`config.mk`:
```
export PLATFORM = sky130hd
export DESIGN_NAME = pdr_report
export DESIGN_NICKNAME = d
export VERILOG_FILES = /design/src/rtl/pdr_pkg.sv /design/src/rtl/pdr_table.sv /design/src/rtl/pdr_report.sv
export SDC_FILE = /design/constraint.sdc
export NUM_CORES = 1
export LEC_CHECK = 0
export ABC_AREA = 1
export BUFFER_PORTS_ARGS = -buffer_cell sky130_fd_sc_hd__buf_2
export CORE_MARGIN = 1
export CORE_UTILIZATION = 45
export CTS_CLUSTER_DIAMETER = 120
export CTS_CLUSTER_SIZE = 30
export DETAILED_ROUTE_END_ITERATION = 12
export PLACE_DENSITY = 0.65
export SLEW_MARGIN = 5
export SYNTH_ARGS = -nofsm -noshare
export SYNTH_HDL_FRONTEND = slang
export SYNTH_HIERARCHICAL = 1
export SYNTH_SLANG_ARGS = --single-unit
```
`constraint.sdc`:
```
create_clock -name mclk -period 1.6 [get_ports mclk]
set_input_delay 0.08 -clock mclk [delete_from_list [all_inputs] [get_ports mclk]]
set_output_delay 0.08 -clock mclk [all_outputs]
set_load 0.1 [all_outputs]
```
`src/rtl/pdr_pkg.sv`:
```
// constants and types for the power data report block
// assumes dword-wide configuration accesses into the power management block
package pdr_pkg;

   // dword that holds the control/status word and the power data byte
   localparam logic [7:0] PDR_CSR_OFFSET   = 8'h04;
   // byte offset of the power data register inside the block
   localparam logic [7:0] PDR_VALUE_OFFSET = 8'h07;

   // field positions inside that dword
   localparam int PDR_SEL_LSB   = 9;
   localparam int PDR_SEL_W     = 4;
   localparam int PDR_SCALE_LSB = 13;
   localparam int PDR_SCALE_W   = 2;
   localparam int PDR_VALUE_LSB = 24;
   localparam int PDR_VALUE_W   = 8;
   localparam int PDR_SEL_LANE  = 1;

   // reset values
   localparam logic [3:0] PDR_SEL_RST   = 4'h0;
   localparam logic [7:0] PDR_VALUE_RST = 8'h00;

   // selector codes
   localparam logic [3:0] PDR_SEL_D0_CONS  = 4'h0;
   localparam logic [3:0] PDR_SEL_D3_DISS  = 4'h7;
   localparam logic [3:0] PDR_SEL_COMMON   = 4'h8;
   localparam int         PDR_ENTRIES      = 9;

   // scale codes: multiply the value by this to get watts
   typedef enum logic [1:0]
   {
      PDR_SCALE_UNKNOWN = 2'h0,
      PDR_SCALE_TENTH   = 2'h1,
      PDR_SCALE_HUNDRED = 2'h2,
      PDR_SCALE_THOUS   = 2'h3
   } pdr_scale_t;

   // one table entry: scale code and worst-case power value
   typedef struct packed
   {
      pdr_scale_t scale;
      logic [7:0] value;
   } pdr_entry_t;

   // configuration request from the host side
   typedef struct packed
   {
      logic        wr;
      logic        rd;
      logic [7:0]  addr;
      logic [3:0]  be;
      logic [31:0] wdata;
   } pdr_cfg_req_t;

   // table load port from an eprom loader or strap logic
   typedef struct packed
   {
      logic       wr;
      logic [3:0] addr;
      pdr_entry_t data;
   } pdr_load_t;

   // default characterisation table, entries 0..8
   localparam pdr_entry_t PDR_TABLE_RST [PDR_ENTRIES] = '{
      '{PDR_SCALE_TENTH,   8'h0f},
      '{PDR_SCALE_TENTH,   8'h0a},
      '{PDR_SCALE_TENTH,   8'h05},
      '{PDR_SCALE_HUNDRED, 8'h0c},
      '{PDR_SCALE_TENTH,   8'h0e},
      '{PDR_SCALE_TENTH,   8'h09},
      '{PDR_SCALE_TENTH,   8'h04},
      '{PDR_SCALE_HUNDRED, 8'h0b},
      '{PDR_SCALE_TENTH,   8'h03}
   };

endpackage : pdr_pkg

```
`src/rtl/pdr_table.sv`:
```
// characterisation table: scale and power value per selector code
// assumes the reader presents the next selector so data tracks it
`timescale 1ns/1ns
module pdr_table
#(
   parameter int ENTRIES = pdr_pkg::PDR_ENTRIES
)
(
   input  wire logic               mclk,
   input  wire logic               rstn,
   input  wire pdr_pkg::pdr_load_t load,
   input  wire logic [3:0]         rd_addr,
   output pdr_pkg::pdr_entry_t     rd_data
);
   import pdr_pkg::*;

   pdr_entry_t mem [ENTRIES];

   // one register per entry, reset to the table, overwritable by the loader
   for (genvar i = 0; i < ENTRIES; i++)
   begin : g_entry
      always_ff @(posedge mclk)
      begin
         if (!rstn)
            mem[i] <= PDR_TABLE_RST[i];
         else if (load.wr && load.addr == 4'(i))
            mem[i] <= load.data;
      end
   end

   // registered read; out-of-range addresses read as zero
   always_ff @(posedge mclk)
   begin
      if (!rstn)
         rd_data <= '0;
      else if (int'(rd_addr) < ENTRIES)
         rd_data <= mem[rd_addr];
      else
         rd_data <= '0;
   end

endmodule : pdr_table

```
`src/rtl/pdr_report.sv`:
```
// power data report: selector, scale code and power value registers
// assumes single-cycle read/write strobes from the configuration decoder;
// other control/status bits are owned elsewhere and read as zero here
//
// What this block does
// - eight-bit read-only value, zero until selected
// - implement selector and scale with value
// - unimplemented: value, selector, scale read zero
// - value follows selector, scaled by scale code
// - codes 0-7: consumed then dissipated, D0-D3
// - scale codes: unknown, tenth, hundredth, thousandth
// - function 0 multi-function: code 8 common
// - other codes reserved, value and scale zero
// - values give worst-case power per state
// - table loadable from eprom or straps
// - each function reports its own power
`timescale 1ns/1ns
module pdr_report
#(
   parameter bit IMPLEMENTED = 1'b1,
   parameter bit MULTI_FUNC  = 1'b0,
   parameter bit FUNC_ZERO   = 1'b1
)
(
   input  wire logic                  mclk,
   input  wire logic                  rstn,
   input  wire pdr_pkg::pdr_cfg_req_t cfg_req,
   input  wire pdr_pkg::pdr_load_t    table_load,
   output logic [31:0]                cfg_rdata,
   output logic                       cfg_rvalid,
   output logic [3:0]                 data_select
);
   import pdr_pkg::*;

   localparam bit HAS_COMMON = MULTI_FUNC && FUNC_ZERO;

   logic       sel_write;
   logic [3:0] next_select;
   logic       selected;
   logic       code_valid;
   logic       next_code_valid;
   pdr_entry_t entry;
   pdr_scale_t scale_out;
   logic [7:0] value_out;
   logic [31:0] next_rdata;
   logic       hit;

   // address decode for the shared dword
   assign hit       = cfg_req.addr[7:2] == PDR_CSR_OFFSET[7:2];
   assign sel_write = cfg_req.wr && hit && cfg_req.be[PDR_SEL_LANE] && IMPLEMENTED;

   // next selector value, taken straight from the write data
   always_comb
   begin
      next_select = data_select;
      if (sel_write)
         next_select = cfg_req.wdata[PDR_SEL_LSB +: PDR_SEL_W];
   end

   // selector register
   always_ff @(posedge mclk)
   begin
      if (!rstn)
         data_select <= PDR_SEL_RST;
      else
         data_select <= next_select;
   end

   // value reads zero until a selector write has happened
   always_ff @(posedge mclk)
   begin
      if (!rstn)
         selected <= 1'b0;
      else if (sel_write)
         selected <= 1'b1;
   end

   // which codes this function defines
   always_comb
   begin
      next_code_valid = 1'b0;
      if (next_select <= PDR_SEL_D3_DISS)
         next_code_valid = 1'b1;
      else if (next_select == PDR_SEL_COMMON)
         next_code_valid = HAS_COMMON;
   end

   // validity kept in step with the registered table output
   always_ff @(posedge mclk)
   begin
      if (!rstn)
         code_valid <= 1'b0;
      else
         code_valid <= next_code_valid;
   end

   // per-function table, fed the next selector so no lag appears
   pdr_table
   #(
      .ENTRIES (PDR_ENTRIES)
   )
   u_table
   (
      .mclk    (mclk),
      .rstn    (rstn),
      .load    (table_load),
      .rd_addr (next_select),
      .rd_data (entry)
   );

   // reported scale and value, zero when reserved or absent
   always_comb
   begin
      scale_out = PDR_SCALE_UNKNOWN;
      value_out = PDR_VALUE_RST;
      if (IMPLEMENTED && code_valid)
      begin
         scale_out = entry.scale;
         if (selected)
            value_out = entry.value;
      end
   end

   // read data assembly; writes to the value byte have no effect
   always_comb
   begin
      next_rdata = '0;
      if (hit && IMPLEMENTED)
      begin
         next_rdata[PDR_SEL_LSB +: PDR_SEL_W]     = data_select;
         next_rdata[PDR_SCALE_LSB +: PDR_SCALE_W] = scale_out;
         next_rdata[PDR_VALUE_LSB +: PDR_VALUE_W] = value_out;
      end
   end

   // registered read answer, one cycle after the strobe
   always_ff @(posedge mclk)
   begin
      if (!rstn)
      begin
         cfg_rdata  <= '0;
         cfg_rvalid <= 1'b0;
      end
      else
      begin
         cfg_rvalid <= cfg_req.rd;
         if (cfg_req.rd)
            cfg_rdata <= next_rdata;
      end
   end

endmodule : pdr_report

```
# [Word level (Yosys, flattened, before mapping)]
# Memories as Yosys holds them, arrays and structs flattened. A register that Yosys moved wholly into a read port is not among the register bits.
# Index checks and enable logic that the tools add are counted.
[op_classes] reduce_logical=14 bitwise_logic=9 n_mux=44 magnitude_cmp=2 n_eq_ne=9
[ops] op="two-way mux 10 bit" n=9
[ops] op="two-way mux 1 bit" n=29
[ops] op="two-way mux 8 bit" n=3
[ops] op="equality test 4 x 3 -> 1 bit, second input constant" n=4
[ops] op="logical AND 1 bit" n=11
[ops] op="OR 1 bit" n=9
[ops] op="equality test 4 x 2 -> 1 bit, second input constant" n=2
[ops] op="equality test 6 x 1 -> 1 bit, second input constant" n=1
[ops] op="two-way mux 6 bit" n=1
[ops] op="equality test 4 x 1 -> 1 bit, second input constant" n=1
[ops] op="equality test 4 bit, second input constant" n=1
[ops] op="<= comparator 4 x 3 -> 1 bit, second input constant" n=1
[ops] op="logical NOT 4 bit" n=1
[ops] op="less-than comparator 4 bit, second input constant" n=1
[ops] op="two-way mux 4 bit" n=1
[ops] op="two-way mux 2 bit" n=1
[ops] op="AND reduction 2 bit" n=1
[ops] op="logical NOT 1 bit" n=1
[word_totals] wordCells=84 out_inout_bits=37 in_bits=63 n_memories=1 ram_bits=90 regBits=21
[mem_list] name="u_table.mem" words=9 word_bits=10 read_ports=1 rd_ports_with_merged_regs=1 write_ports=9 line="pdr_table.sv:17" text="pdr_entry_t mem [ENTRIES];"

# [Logic depth before layout (Yosys ltp)]
# Gate-level depths: netlist (run 1).
[logic_depth] ltp_word=7 ltp_mapped=16 depth_no_buf=14

# [Modules after synthesis]
# Netlist (run 1), hierarchy kept.
[modules_own_cells] module="pdr_table" area_per_inst_um2=4426.7 seq_area_each_um2=2902.8 cells_each=463 n_inst=1
[modules_own_cells] module="pdr_report" area_per_inst_um2=1078.5 seq_area_each_um2=420.4 cells_each=139 n_inst=1

# [Worst setup path before layout (run 1)]
# No wires, ideal clock.
[synth_timing] path_kind="register -> register" startpoint="register data_select[1]" endpoint="register u_table/rd_data[0] in the netlist's numbering" period_less_slack_ps=2072 slack_ps=-472 arrival_time_ps=1963 setup_time_ps=109 path_stages_with_launch=12 n_path_buf=2 required_time_ps=1491 cell_sequence="dfxtp_1 > inv_1 > nand2_1 > nand2_1 > inv_1 > buf_6 > clkbuf_1 > nand3_1 > nand3_1 > nand3_1 > nand2_1 > inv_1"
[synth_via] elab_chain_cells=4
[synth_lines] item="from (decl)" line="pdr_report.sv:31" text="output logic [3:0] data_select"
[synth_lines] item="from (signal assigned)" line="pdr_report.sv:66" text="data_select <= next_select;"
[synth_lines] item="two-way mux 4 bit (*)" line="pdr_report.sv:56" text="if (sel_write)"
[synth_lines] item="net next_select[1]" line="pdr_report.sv:38" text="logic [3:0] next_select;"
[synth_lines] item="less-than comparator 4 bit" line="pdr_table.sv:36" text="else if (int'(rd_addr) < ENTRIES)"
[synth_lines] item="AND reduction 2 bit (no source line)"
[synth_lines] item="logical NOT 1 bit (no source line)"
[synth_lines] item="to (signal assigned)" line="pdr_table.sv:37" text="rd_data <= mem[rd_addr];"
[synth_lines] item="to (decl)" line="pdr_table.sv:13" text="output pdr_pkg::pdr_entry_t rd_data"
# The timed path passes the listed nets; every way through them passes the cells marked *.
# A chain may end at the register's enable or synchronous reset.

# [Final worst setup path (run 1)]
[layout_timing] startpoint="register data_select[0]" endpoint="register u_table/rd_data[7] in the netlist's numbering"
# The elaborated chain is that of the path after synthesis.

==> results.yml, run 1 <==
status:
  status: "completed"
yosys:
  synth.avg_cell_area_sq_um: 9.14
  netlist_instances: 602
  yosysWarnings: 6
  seq_area_frac_synth_pct: 60.4
  synth_seq_cells: 121
  netlist_area_sq_um: 5510
  yosysUniqueCellTypes: 26
global_route:
  grt_pass1_vias: 3968
  grt_max_degree: 41
  antenna_found_initial: 0
  gr-total-overflow: 0
  grt_pass1_wl_um: 19800
  track_usage_pct: 21.4
floorplan:
  rows: 40
  die_area_sq_um: 12700
  start_util_pct: 46.0
  ioPinCount: 100
  die_h_um: 113
  design.core.area_sq_um: 12000
  die_w_um: 113
placement:
  portBuffers: 48
  post_dp_cell_area_sq_um: 6030
  dp_hpwl_um: 8750
  preCtsSetupSlack_ns: -0.183
  dp.cells: 805
  place_congestion: 0.813
setup_path:
  cpMostUsedCell: "nand2_1"
  worstPathArrival_ns: 1.78
  endpoint: "u_table/rd_data[7]$_SDFF_PN0_"
  r2r_slack_ns: 0.12
  regToRegStartpoint: "data_select[0]$_SDFF_PN0_"
  reg2reg_depth: 12
  critPathBufInv: 4
  cp_slowest_cell: "dfxtp_4"
  crit_chain: "inv_1 -> nand2_1 -> nand2_2 -> inv_4 -> inv_6 -> buf_12 -> nand2_1 -> nand3_1 -> nand2_1 -> nand2_1 -> nand2_1 -> a21oi_2"
  critPathLaunchType: "flop"
  required_ns: 1.89
  cp.depth: 12
  crit_type: "reg2reg"
  cp-end-kind: "flop"
  slowest_delay_ns: 0.35
  critPathLaunch: "data_select[0]$_SDFF_PN0_"
  reg2reg_to: "u_table/rd_data[7]$_SDFF_PN0_"
  cp_max_fo: 20
  crit_family: "simple AND/OR/NAND/NOR gates"
job:
  cap_violations: 0
sta:
  fin_setup_tns_ns: 0
  layout_setup_ws_ns: 0.117
  finalClockSkew_ns: 0.00577
  setup_viol_count_final: 0
  finalCritPeriodShare_pct: 92.7
  min_period_ns: 1.48
  drv_slew: 0
  hold_viol: 0
  fmax_mhz: 674
clocking:
  htreeDepth: 4
  cts_tree: "built"
  clk_path_buf_depth: 2
  cts_buffers: 17
  cts.sinks: 121
  cts_root_buf: "clkbuf_16"
  clkLatencyLatePin_ns: 0.41
  clkTransAtPathRegs_ns: 0.05
final_layout:
  num_antenna_cells: 0
  synthToLayoutAreaGrowth_pct: 21.0
  final_util_pct: 55.7
  drive_above_1_share_pct: 18.9
  stdcell_area_sq_um: 6660
  num-nets-final: 744
  fin_cells: 840
drt:
  drc_errors: 0
  drtIter0Drc: 413
  vias: 4251
  drt_first_pass_iters: 5
  avgRoutedWirePerCell_um: 15.2
  antenna_left: 0
  wl_um: 12800
  vias_per_cell: 5.06
power:
  p_per_area_nw_per_um2: 1140
  ir_worst_vdd_uv: 785
  cellLeakagePower_nw: 2.92
worst_hold_path:
  holdCritPathClass: "in2reg"
-- cells in the mapped netlist --
library cell  number  area, sq um
nand2_1          173          649
edfxtp_1          90         2700
nor2_1            80          300
nand3_1           67          335
inv_1             45          169
dfxtp_1           31          621
a21oi_1           20          100
buf_4             18          135
nand4_1           16          100
clkinv_1          11         41.3
buf_2             10         50.1
o21ai_0           10         50.1
clkbuf_1           7         26.3
inv_2              4         15.0
nand2_2            3         18.8
nor2_2             3         18.8
buf_6              2         22.5
buf_8              2         30.0
nor2_8             2         40.0
nor3_4             2         32.5
a21oi_2            1         8.76
and3_1             1         6.26
clkbuf_2           1         5.00
conb_1             1         3.75
nand4_2            1         12.5
nor2_4             1         11.3
-- sequential cells by signal (all words and copies together) (netlist names) --
| signal | flops |
|---|---|
| selected | 1 |
| cfg_rdata | 14 |
| cfg_rvalid | 1 |
| code_valid | 1 |
| data_select | 4 |
| u_table/mem | 90 |
| u_table/rd_data | 10 |
-- metrics by stage --
step	power (mW)	hold slack [ns]
after floorplan	4.14	0.178
after CTS	7.61	0.0125
after global placement	4.27	0.393
after global routing	7.84	0.0638
final	7.56	0.0378
after detailed placement	4.28	0.410
-- kinds of logic after synthesis --
family / Yosys count / share of synthesized area [%]
simple gates: 349 / 27.7
flops: 121 / 60.4
buf+inv: 100 / 8.98
compound gates: 31 / 2.89
other cells: 1 / 0.0681
-- power breakdown --
part | internal (mW) | switching [mW]
Combinational | 0.133 | 0.522
Clock | 2.07 | 1.25
Sequential | 3.53 | 0.0470
-- placed cells by master, fill, tap and decap left out --
master,netlist,layout
a21oi_1,20,19
a21oi_2,1,1
a21oi_4,0,1
and3_1,1,1
buf_12,0,6
buf_2,10,48
buf_4,18,25
buf_8,2,1
bufinv_16,0,1
clkbuf_1,7,2
clkbuf_16,0,19
clkinv_1,11,17
clkinv_2,0,2
clkinvlp_4,0,3
conb_1,1,18
dfxtp_1,31,27
dfxtp_2,0,2
dfxtp_4,0,2
dlygate4sd3_1,0,1
edfxtp_1,90,90
inv_1,45,43
inv_2,4,4
inv_4,0,1
inv_6,0,1
nand2_1,173,171
nand2_2,3,5
nand3_1,67,67
nand4_1,16,16
nand4_2,1,1
nor2_1,80,80
nor2_2,3,3
nor2_4,1,1
nor2_8,2,2
nor3_4,2,2
o21ai_0,10,8
o21ai_1,0,2
-- cell type report --
cell class / instances / area [sq um]
inverters: 60 / 233
fillers: 1081 / 5300
clock inverters: 12 / 85.1
multi-input cells: 398 / 1770
clock buffers: 19 / 433
well taps: 147 / 184
flip-flops and latches: 121 / 3330
repair buffers: 83 / 623
-- worst register-to-register path: stages (launching register included) --
cell and delay [ns]:
dfxtp_4 0.35, inv_1 0.03, nand2_1 0.06, nand2_2 0.07, inv_4 0.11, inv_6 0.06
buf_12 0.15, nand2_1 0.07, nand3_1 0.09, nand2_1 0.09, nand2_1 0.10, nand2_1 0.11
a21oi_2 0.06
-- timing repair --
item | CTS | global route
buffers inserted | 1 | 0
endpoints found under the setup margin | 10 | 10
endpoints found under the hold margin | 5 | 0
hold buffers | 1 | 0
pin swaps | 2 | 1
gates cloned | 0 | 2
gates resized for setup | 1 | 14
-- how the worst min path moves through the flow --
stage,from,to,cells after the start
floorplan,rstn,cfg_rvalid$_SDFF_PN0_,2
global placement,cfg_req[44],cfg_rvalid$_SDFF_PN0_,3
detailed placement,cfg_req[44],cfg_rvalid$_SDFF_PN0_,3
CTS,cfg_req[12],data_select[3]$_SDFF_PN0_,5
global route,cfg_req[10],data_select[1]$_SDFF_PN0_,5
finish,cfg_req[12],data_select[3]$_SDFF_PN0_,5
-- routing by layer --
| layer | wire (um) | up-vias | GRT usage [%] |
|---|---|---|---|
| met3 | 953 | 19 | 6.59 |
| met5 | 0 | - | 0 |
| met2 | 5860 | 181 | 33.5 |
| met4 | 284 | 0 | 9.42 |
| met1 | 5700 | 1956 | 27.3 |
| li1 | - | 2095 | - |
No activity file was read; power rests on OpenSTA's default activity.
==> inputs of run 2 (changes only) <==
Settings changed: ABC_AREA 1 to default, CORE_UTILIZATION 45 to 36, PLACE_DENSITY 0.65 to 0.54.
==> results.yml, run 2 <==
yosys:
  seq_area_frac_synth_pct: 60.4
  async_reset_ff_share_pct: 0
  netlist_top_cells_count: "90 x edfxtp_1, 61 x and2_1, 31 x dfxtp_1"
  yosysUniqueCellTypes: 44
  synthMuxAreaShare_pct: 9.77
  yosysWarnings: 6
  synth_seq_cells: 121
  synth.avg_cell_area_sq_um: 13.4
  synth_area_leaders: "edfxtp_1 49%, dfxtp_1 11%, and2_1 6.9%"
  synth-adder-area-share_pct: 0
  netlist_area_sq_um: 5510
  synth_top_family_by_area: "simple AND/OR/NAND/NOR gates"
  synth_ff_type: "edfxtp_1"
  synth-edff-count: 90
  synthSimpleGateAreaFrac_pct: 18.3
  synthXorXnorAreaFrac_pct: 0
  synth-compound-area-share_pct: 6.55
  synth_largest_area_cell: "edfxtp_1"
  yosysMostFrequentCell: "edfxtp_1"
  netlist_instances: 412
  yosys.area.top_type_share_pct: 49.1
floorplan:
  ioPinCount: 100
  die_area_sq_um: 15800
  die_w_um: 126
  design.core.area_sq_um: 14800
  rows: 44
  start_util_pct: 37.3
  die_h_um: 126
setup_path:
  critPathLaunchType: "primary input"
  regToRegStartpoint: "data_select[0]$_SDFF_PN0_"
  cp-end-kind: "flop"
  cp_max_fo: 7
  reg2reg_depth: 5
  crit_type: "in2reg"
  worstPathArrival_ns: 2.21
  reg2reg_to: "u_table/rd_data[3]$_SDFF_PN0_"
  r2r_slack_ns: -0.15
  required_ns: 1.90
global_route:
  grt_max_degree: 20
  antenna_found_initial: 0
  grt_pass1_vias: 3465
  track_usage_pct: 17.3
  grt_pass1_wl_um: 20000
  gr-total-overflow: 0
final_layout:
  top_regs: "u_table/mem (90), cfg_rdata (14), u_table/rd_data (10)"
  num_antenna_cells: 0
  synthToLayoutAreaGrowth_pct: 24.5
  largest_reg_flops: 90
  layout_commonest_cell: "edfxtp_1"
  regMostFlops: "u_table/mem"
  num-nets-final: 568
  layout_common_cells: "90 x edfxtp_1, 61 x and2_1, 47 x buf_2"
  final_util_pct: 46.5
  drive_above_1_share_pct: 32.0
drt:
  antenna_left: 0
  top_layer_used: "met4"
  wl_met1_um: 5840
  drt_first_pass_iters: 9
  drc_errors: 7
  wl_um: 12800
  wl_met2_um: 6280
  vias: 3495
  avgRoutedWirePerCell_um: 18.2
  vias_per_cell: 4.98
  drtIter0Drc: 249
  wl_met3_um: 486
placement:
  portBuffers: 48
  place_congestion: 0.759
  preCtsSetupSlack_ns: -0.811
  dp_hpwl_um: 8910
power:
  cellLeakagePower_nw: 2.58
  p_per_area_nw_per_um2: 1160
  switching_power_mw: 1.77
  swShare_pct: 22.2
  ir_worst_vdd_uv: 773
  combPwrFrac_pct: 7.5
  intPower_mw: 6.20
  pwr-share-seq_pct: 44.9
  clkPwrFrac_pct: 47.6
sta:
  rsz0062_at_grt: "yes"
  finalCritPeriodShare_pct: 119
  slew-limit-headroom_pct: 63.5
  drv_slew: 0
  finalClockSkew_ns: 0.00865
  layout_setup_ws_ns: -0.310
  hold_viol: 0
  worst_pin_slew_ns: 0.546
  fmax_mhz: 524
  min_period_ns: 1.91
  setup_viol_count_final: 10
status:
  status: "finished with violations"
  violations: "DRC, setup timing"
clocking:
  clkTransAtPathRegs_ns: 0.06
  cts_tree: "built"
  cts_root_buf: "clkbuf_16"
  clk_path_buf_depth: 2
  cts_buffers: 17
  htreeDepth: 4
  cts.sinks: 121
  clkLatencyLatePin_ns: 0.42
worst_hold_path:
  whs_path_depth: 2
  holdCritPathClass: "in2reg"
  hp-start: "table_load[8]"
  hold_end: "u_table/mem[4][8]$_SDFFCE_PN1P_"
job:
  cap_violations: 0
[run 2: power by group through the flow]
| stage | Clock, mW | Combinational, mW | Sequential [mW] |
|---|---|---|---|
| 6_report | 3.80 | 0.600 | 3.58 |
| 5_1_grt | 4.02 | 0.636 | 3.59 |
| 4_1_cts | 3.86 | 0.595 | 3.58 |
| 3_5_place_dp | 0 | 0.570 | 3.64 |
| 3_3_place_gp | 0 | 0.565 | 3.64 |
| 2_1_floorplan | 0 | 0.412 | 3.63 |
[run 2: area by class of cell]
cell class | instances | area, sq um
repair buffers | 96 | 648
multi-input cells | 267 | 2050
well taps | 184 | 230
inverters | 2 | 7.51
fillers | 1333 | 7900
clock buffers | 22 | 464
clock inverters | 10 | 126
flip-flops and latches | 121 | 3330
[run 2: kinds of logic (layout without fill, tap and decap cells)]
kind of cell	Yosys count	after routing
AND/OR/NAND/NOR	159	159
other	1	18
multiplexers	37	38
AO/OA/AOI/OAI	52	52
flip-flops	121	121
buffers and inverters	42	130
[run 2: per-stage QoR]
stage	setup TNS (ns)	total power [mW]	cell area (sq um)	hold WS [ns]	instances
final	-2.78	7.97	6850	0.0585	702
after global placement	-7.56	4.20	6080	0.351	658
after floorplan	-6.69	4.04	5580	0.215	429
after CTS	-2.66	8.04	6790	0.0372	698
after detailed placement	-7.87	4.21	6080	0.358	658
after global routing	-3.06	8.25	6850	0.0608	702
[run 2: timing repair]
item / 4_1_cts / 5_1_grt
gates resized for setup: 17 / 5
hold buffers: 5 / 0
hold endpoints to repair: 5 / 0
setup buffers: 2 / 4
setup endpoints to repair: 10 / 10
pin swaps: 5 / 3
gates cloned: 1 / 0
[run 2: routing by layer]
layer,track usage [%],up-vias
li1,-,1687
met4,7.10,0
met3,4.38,15
met5,0,-
met2,27.9,83
met1,22.3,1710
[run 2: how the worst max path moves through the flow]
stage	startpoint	endpoint	slack, ns
floorplan	cfg_req[41]	u_table/rd_data[3]$_SDFF_PN0_	-0.73
global placement	cfg_req[41]	u_table/rd_data[0]$_SDFF_PN0_	-0.81
global route	cfg_req[42]	u_table/rd_data[5]$_SDFF_PN0_	-0.33
CTS	cfg_req[42]	u_table/rd_data[6]$_SDFF_PN0_	-0.30
detailed placement	cfg_req[41]	u_table/rd_data[5]$_SDFF_PN0_	-0.81
finish	cfg_req[42]	u_table/rd_data[3]$_SDFF_PN0_	-0.31
[run 2: worst max-delay path, cell delays in order]
cell      delay, ns
buf_6          0.09
or4_4          0.57
nor2_8         0.14
mux2_4         0.35
buf_12         0.16
mux4_2         0.44
nand2b_4       0.15
a32o_1         0.23
==> inputs of run 3 (changes only) <==
Settings changed: PLACE_DENSITY 0.54 to default.
Clock period 1.6 ns to 1.95 ns, I/O delays scaled along.
==> results.yml, run 3 (synthesis gave the netlist of run 2 again) <==
status:
  status: "finished with violations"
  violations: "DRC"
drt:
  avgRoutedWirePerCell_um: 19.6
  vias_per_cell: 5.23
  antenna_left: 0
  drc_errors: 9
  drt_first_pass_iters: 9
  vias: 3648
  wl_um: 13700
  drtIter0Drc: 272
setup_path:
  crit_chain: "buf_2 -> or4_4 -> nor2_8 -> mux2_2 -> mux4_1 -> nand2b_1 -> a32o_1"
  worstPathArrival_ns: 2.25
  cp_slowest_cell: "or4_4"
  cp_max_fo: 5
  reg2reg_to: "u_table/rd_data[6]$_SDFF_PN0_"
  slowest_delay_ns: 0.57
  crit_family: "multiplexers"
  r2r_slack_ns: 0.15
  cp.depth: 7
  cp-end-kind: "flop"
  critPathLaunch: "cfg_req[41]"
  regToRegStartpoint: "data_select[0]$_SDFF_PN0_"
  critPathBufInv: 1
  endpoint: "u_table/rd_data[7]$_SDFF_PN0_"
  reg2reg_depth: 5
  critPathLaunchType: "primary input"
  crit_type: "in2reg"
  required_ns: 2.26
final_layout:
  fillers: 1326
  largest_reg_flops: 90
  num-nets-final: 564
  synthToLayoutAreaGrowth_pct: 23.7
  num_antenna_cells: 0
  layout_commonest_cell: "edfxtp_1"
  final_util_pct: 46.2
  regMostFlops: "u_table/mem"
  top_regs: "u_table/mem (90), cfg_rdata (14), u_table/rd_data (10)"
  drive_above_1_share_pct: 30.0
  layout_common_cells: "90 x edfxtp_1, 61 x and2_1, 48 x buf_2"
sta:
  worst_pin_slew_ns: 0.614
  slew-limit-headroom_pct: 58.8
  rsz0062_at_grt: "yes"
  finalClockSkew_ns: 0.00611
  min_period_ns: 1.94
  fin_setup_tns_ns: 0
  finalCritPeriodShare_pct: 99.4
  hold_viol: 0
  setup_viol_count_final: 0
  drv_slew: 0
  fmax_mhz: 516
global_route:
  gr-total-overflow: 0
  grt_pass1_vias: 3576
  antenna_found_initial: 0
  grt_max_degree: 32
  grt_pass1_wl_um: 20900
  track_usage_pct: 18.3
floorplan:
  ioPinCount: 100
  die_w_um: 126
  start_util_pct: 37.3
  rows: 44
  die_area_sq_um: 15800
  design.core.area_sq_um: 14800
  die_h_um: 126
clocking:
  cts.sinks: 121
  cts_buffers: 17
  clk_path_buf_depth: 2
  clkLatencyLatePin_ns: 0.42
  cts_tree: "built"
  htreeDepth: 4
  clkTransAtPathRegs_ns: 0.06
  cts_root_buf: "clkbuf_16"
power:
  power.total_mw: 6.81
  ir_worst_vdd_uv: 609
  cellLeakagePower_nw: 2.57
  p_per_area_nw_per_um2: 1000
worst_hold_path:
  holdCritPathClass: "in2reg"
placement:
  dp_hpwl_um: 9650
  place_congestion: 0.889
  portBuffers: 48
job:
  cap_violations: 0
## run 3: cell count changes in the layout (fill, tap and decap cells not counted), moves of 5 or more
cell,previous run,this run
clkbuf_16,17,22
mux4_1,1,6
o21ai_0,6,11
mux4_2,9,4
o21ai_1,9,4
## run 3: repair_timing
item	CTS	global route
cloned	1	0
gates resized for setup	3	3
setup buffers	2	0
hold buffers	4	0
pin swaps	1	2
setup endpoints to repair	3	10
hold endpoints to repair	4	0
## run 3: how the worst min path moves through the flow
stage / slack, ns / startpoint / endpoint / cells after the start
final: 0.03 / cfg_req[44] / cfg_rdata[9]$_SDFFE_PN0P_ / 3
after global routing: 0.05 / cfg_req[44] / cfg_rdata[12]$_SDFFE_PN0P_ / 3
after CTS: 0.01 / cfg_req[44] / cfg_rdata[9]$_SDFFE_PN0P_ / 3
after detailed placement: 0.37 / cfg_req[10] / data_select[1]$_SDFF_PN0_ / 3
after global placement: 0.36 / cfg_req[10] / data_select[1]$_SDFF_PN0_ / 3
after floorplan: 0.23 / cfg_req[9] / data_select[0]$_SDFF_PN0_ / 2
## run 3: per-layer routing
metal,vias up,global-route usage [%],part of all wire [%]
li1,1683,-,-
met1,1791,24.1,45
met2,150,28.8,47
met3,24,4.12,6.2
met4,0,8.25,1.9
met5,-,0,0
## run 3: power breakdown
part / total, mW / internal [mW] / switching [mW]
sequential: 2.94 / 2.89 / 0.0496
combinational: 0.489 / 0.131 / 0.358
clock: 3.38 / 2.24 / 1.14
## run 3: per-stage QoR
step	cell area (sq um)	cells	setup WS [ns]	hold WS, ns
6_report	6810	698	0.0115	0.0264
5_1_grt	6810	698	-0.0516	0.0451
4_1_cts	6810	698	0.00730	0.0125
3_5_place_dp	6070	659	-0.488	0.368
3_3_place_gp	6070	659	-0.457	0.358
2_1_floorplan	5580	429	-0.393	0.232
## run 3: worst reg2reg max path: cells and delay by family, from the launching register on
family                 cells  cell delay [ns]
DFF                        1             0.39
buffers and inverters      1             0.28
muxes                      2             0.63
AOI/OAI and AO/OA          2             0.36
## run 3: layout make-up
cell class / instances / area (sq um) / share of cell area, %
inverters: 2 / 7.51 / 0.110
multi-input cells: 267 / 2010 / 29.5
repair buffers: 92 / 581 / 8.52
flip-flops and latches: 121 / 3330 / 48.8
well taps: 184 / 230 / 3.38
clock inverters: 6 / 63.8 / 0.937
clock buffers: 26 / 596 / 8.74
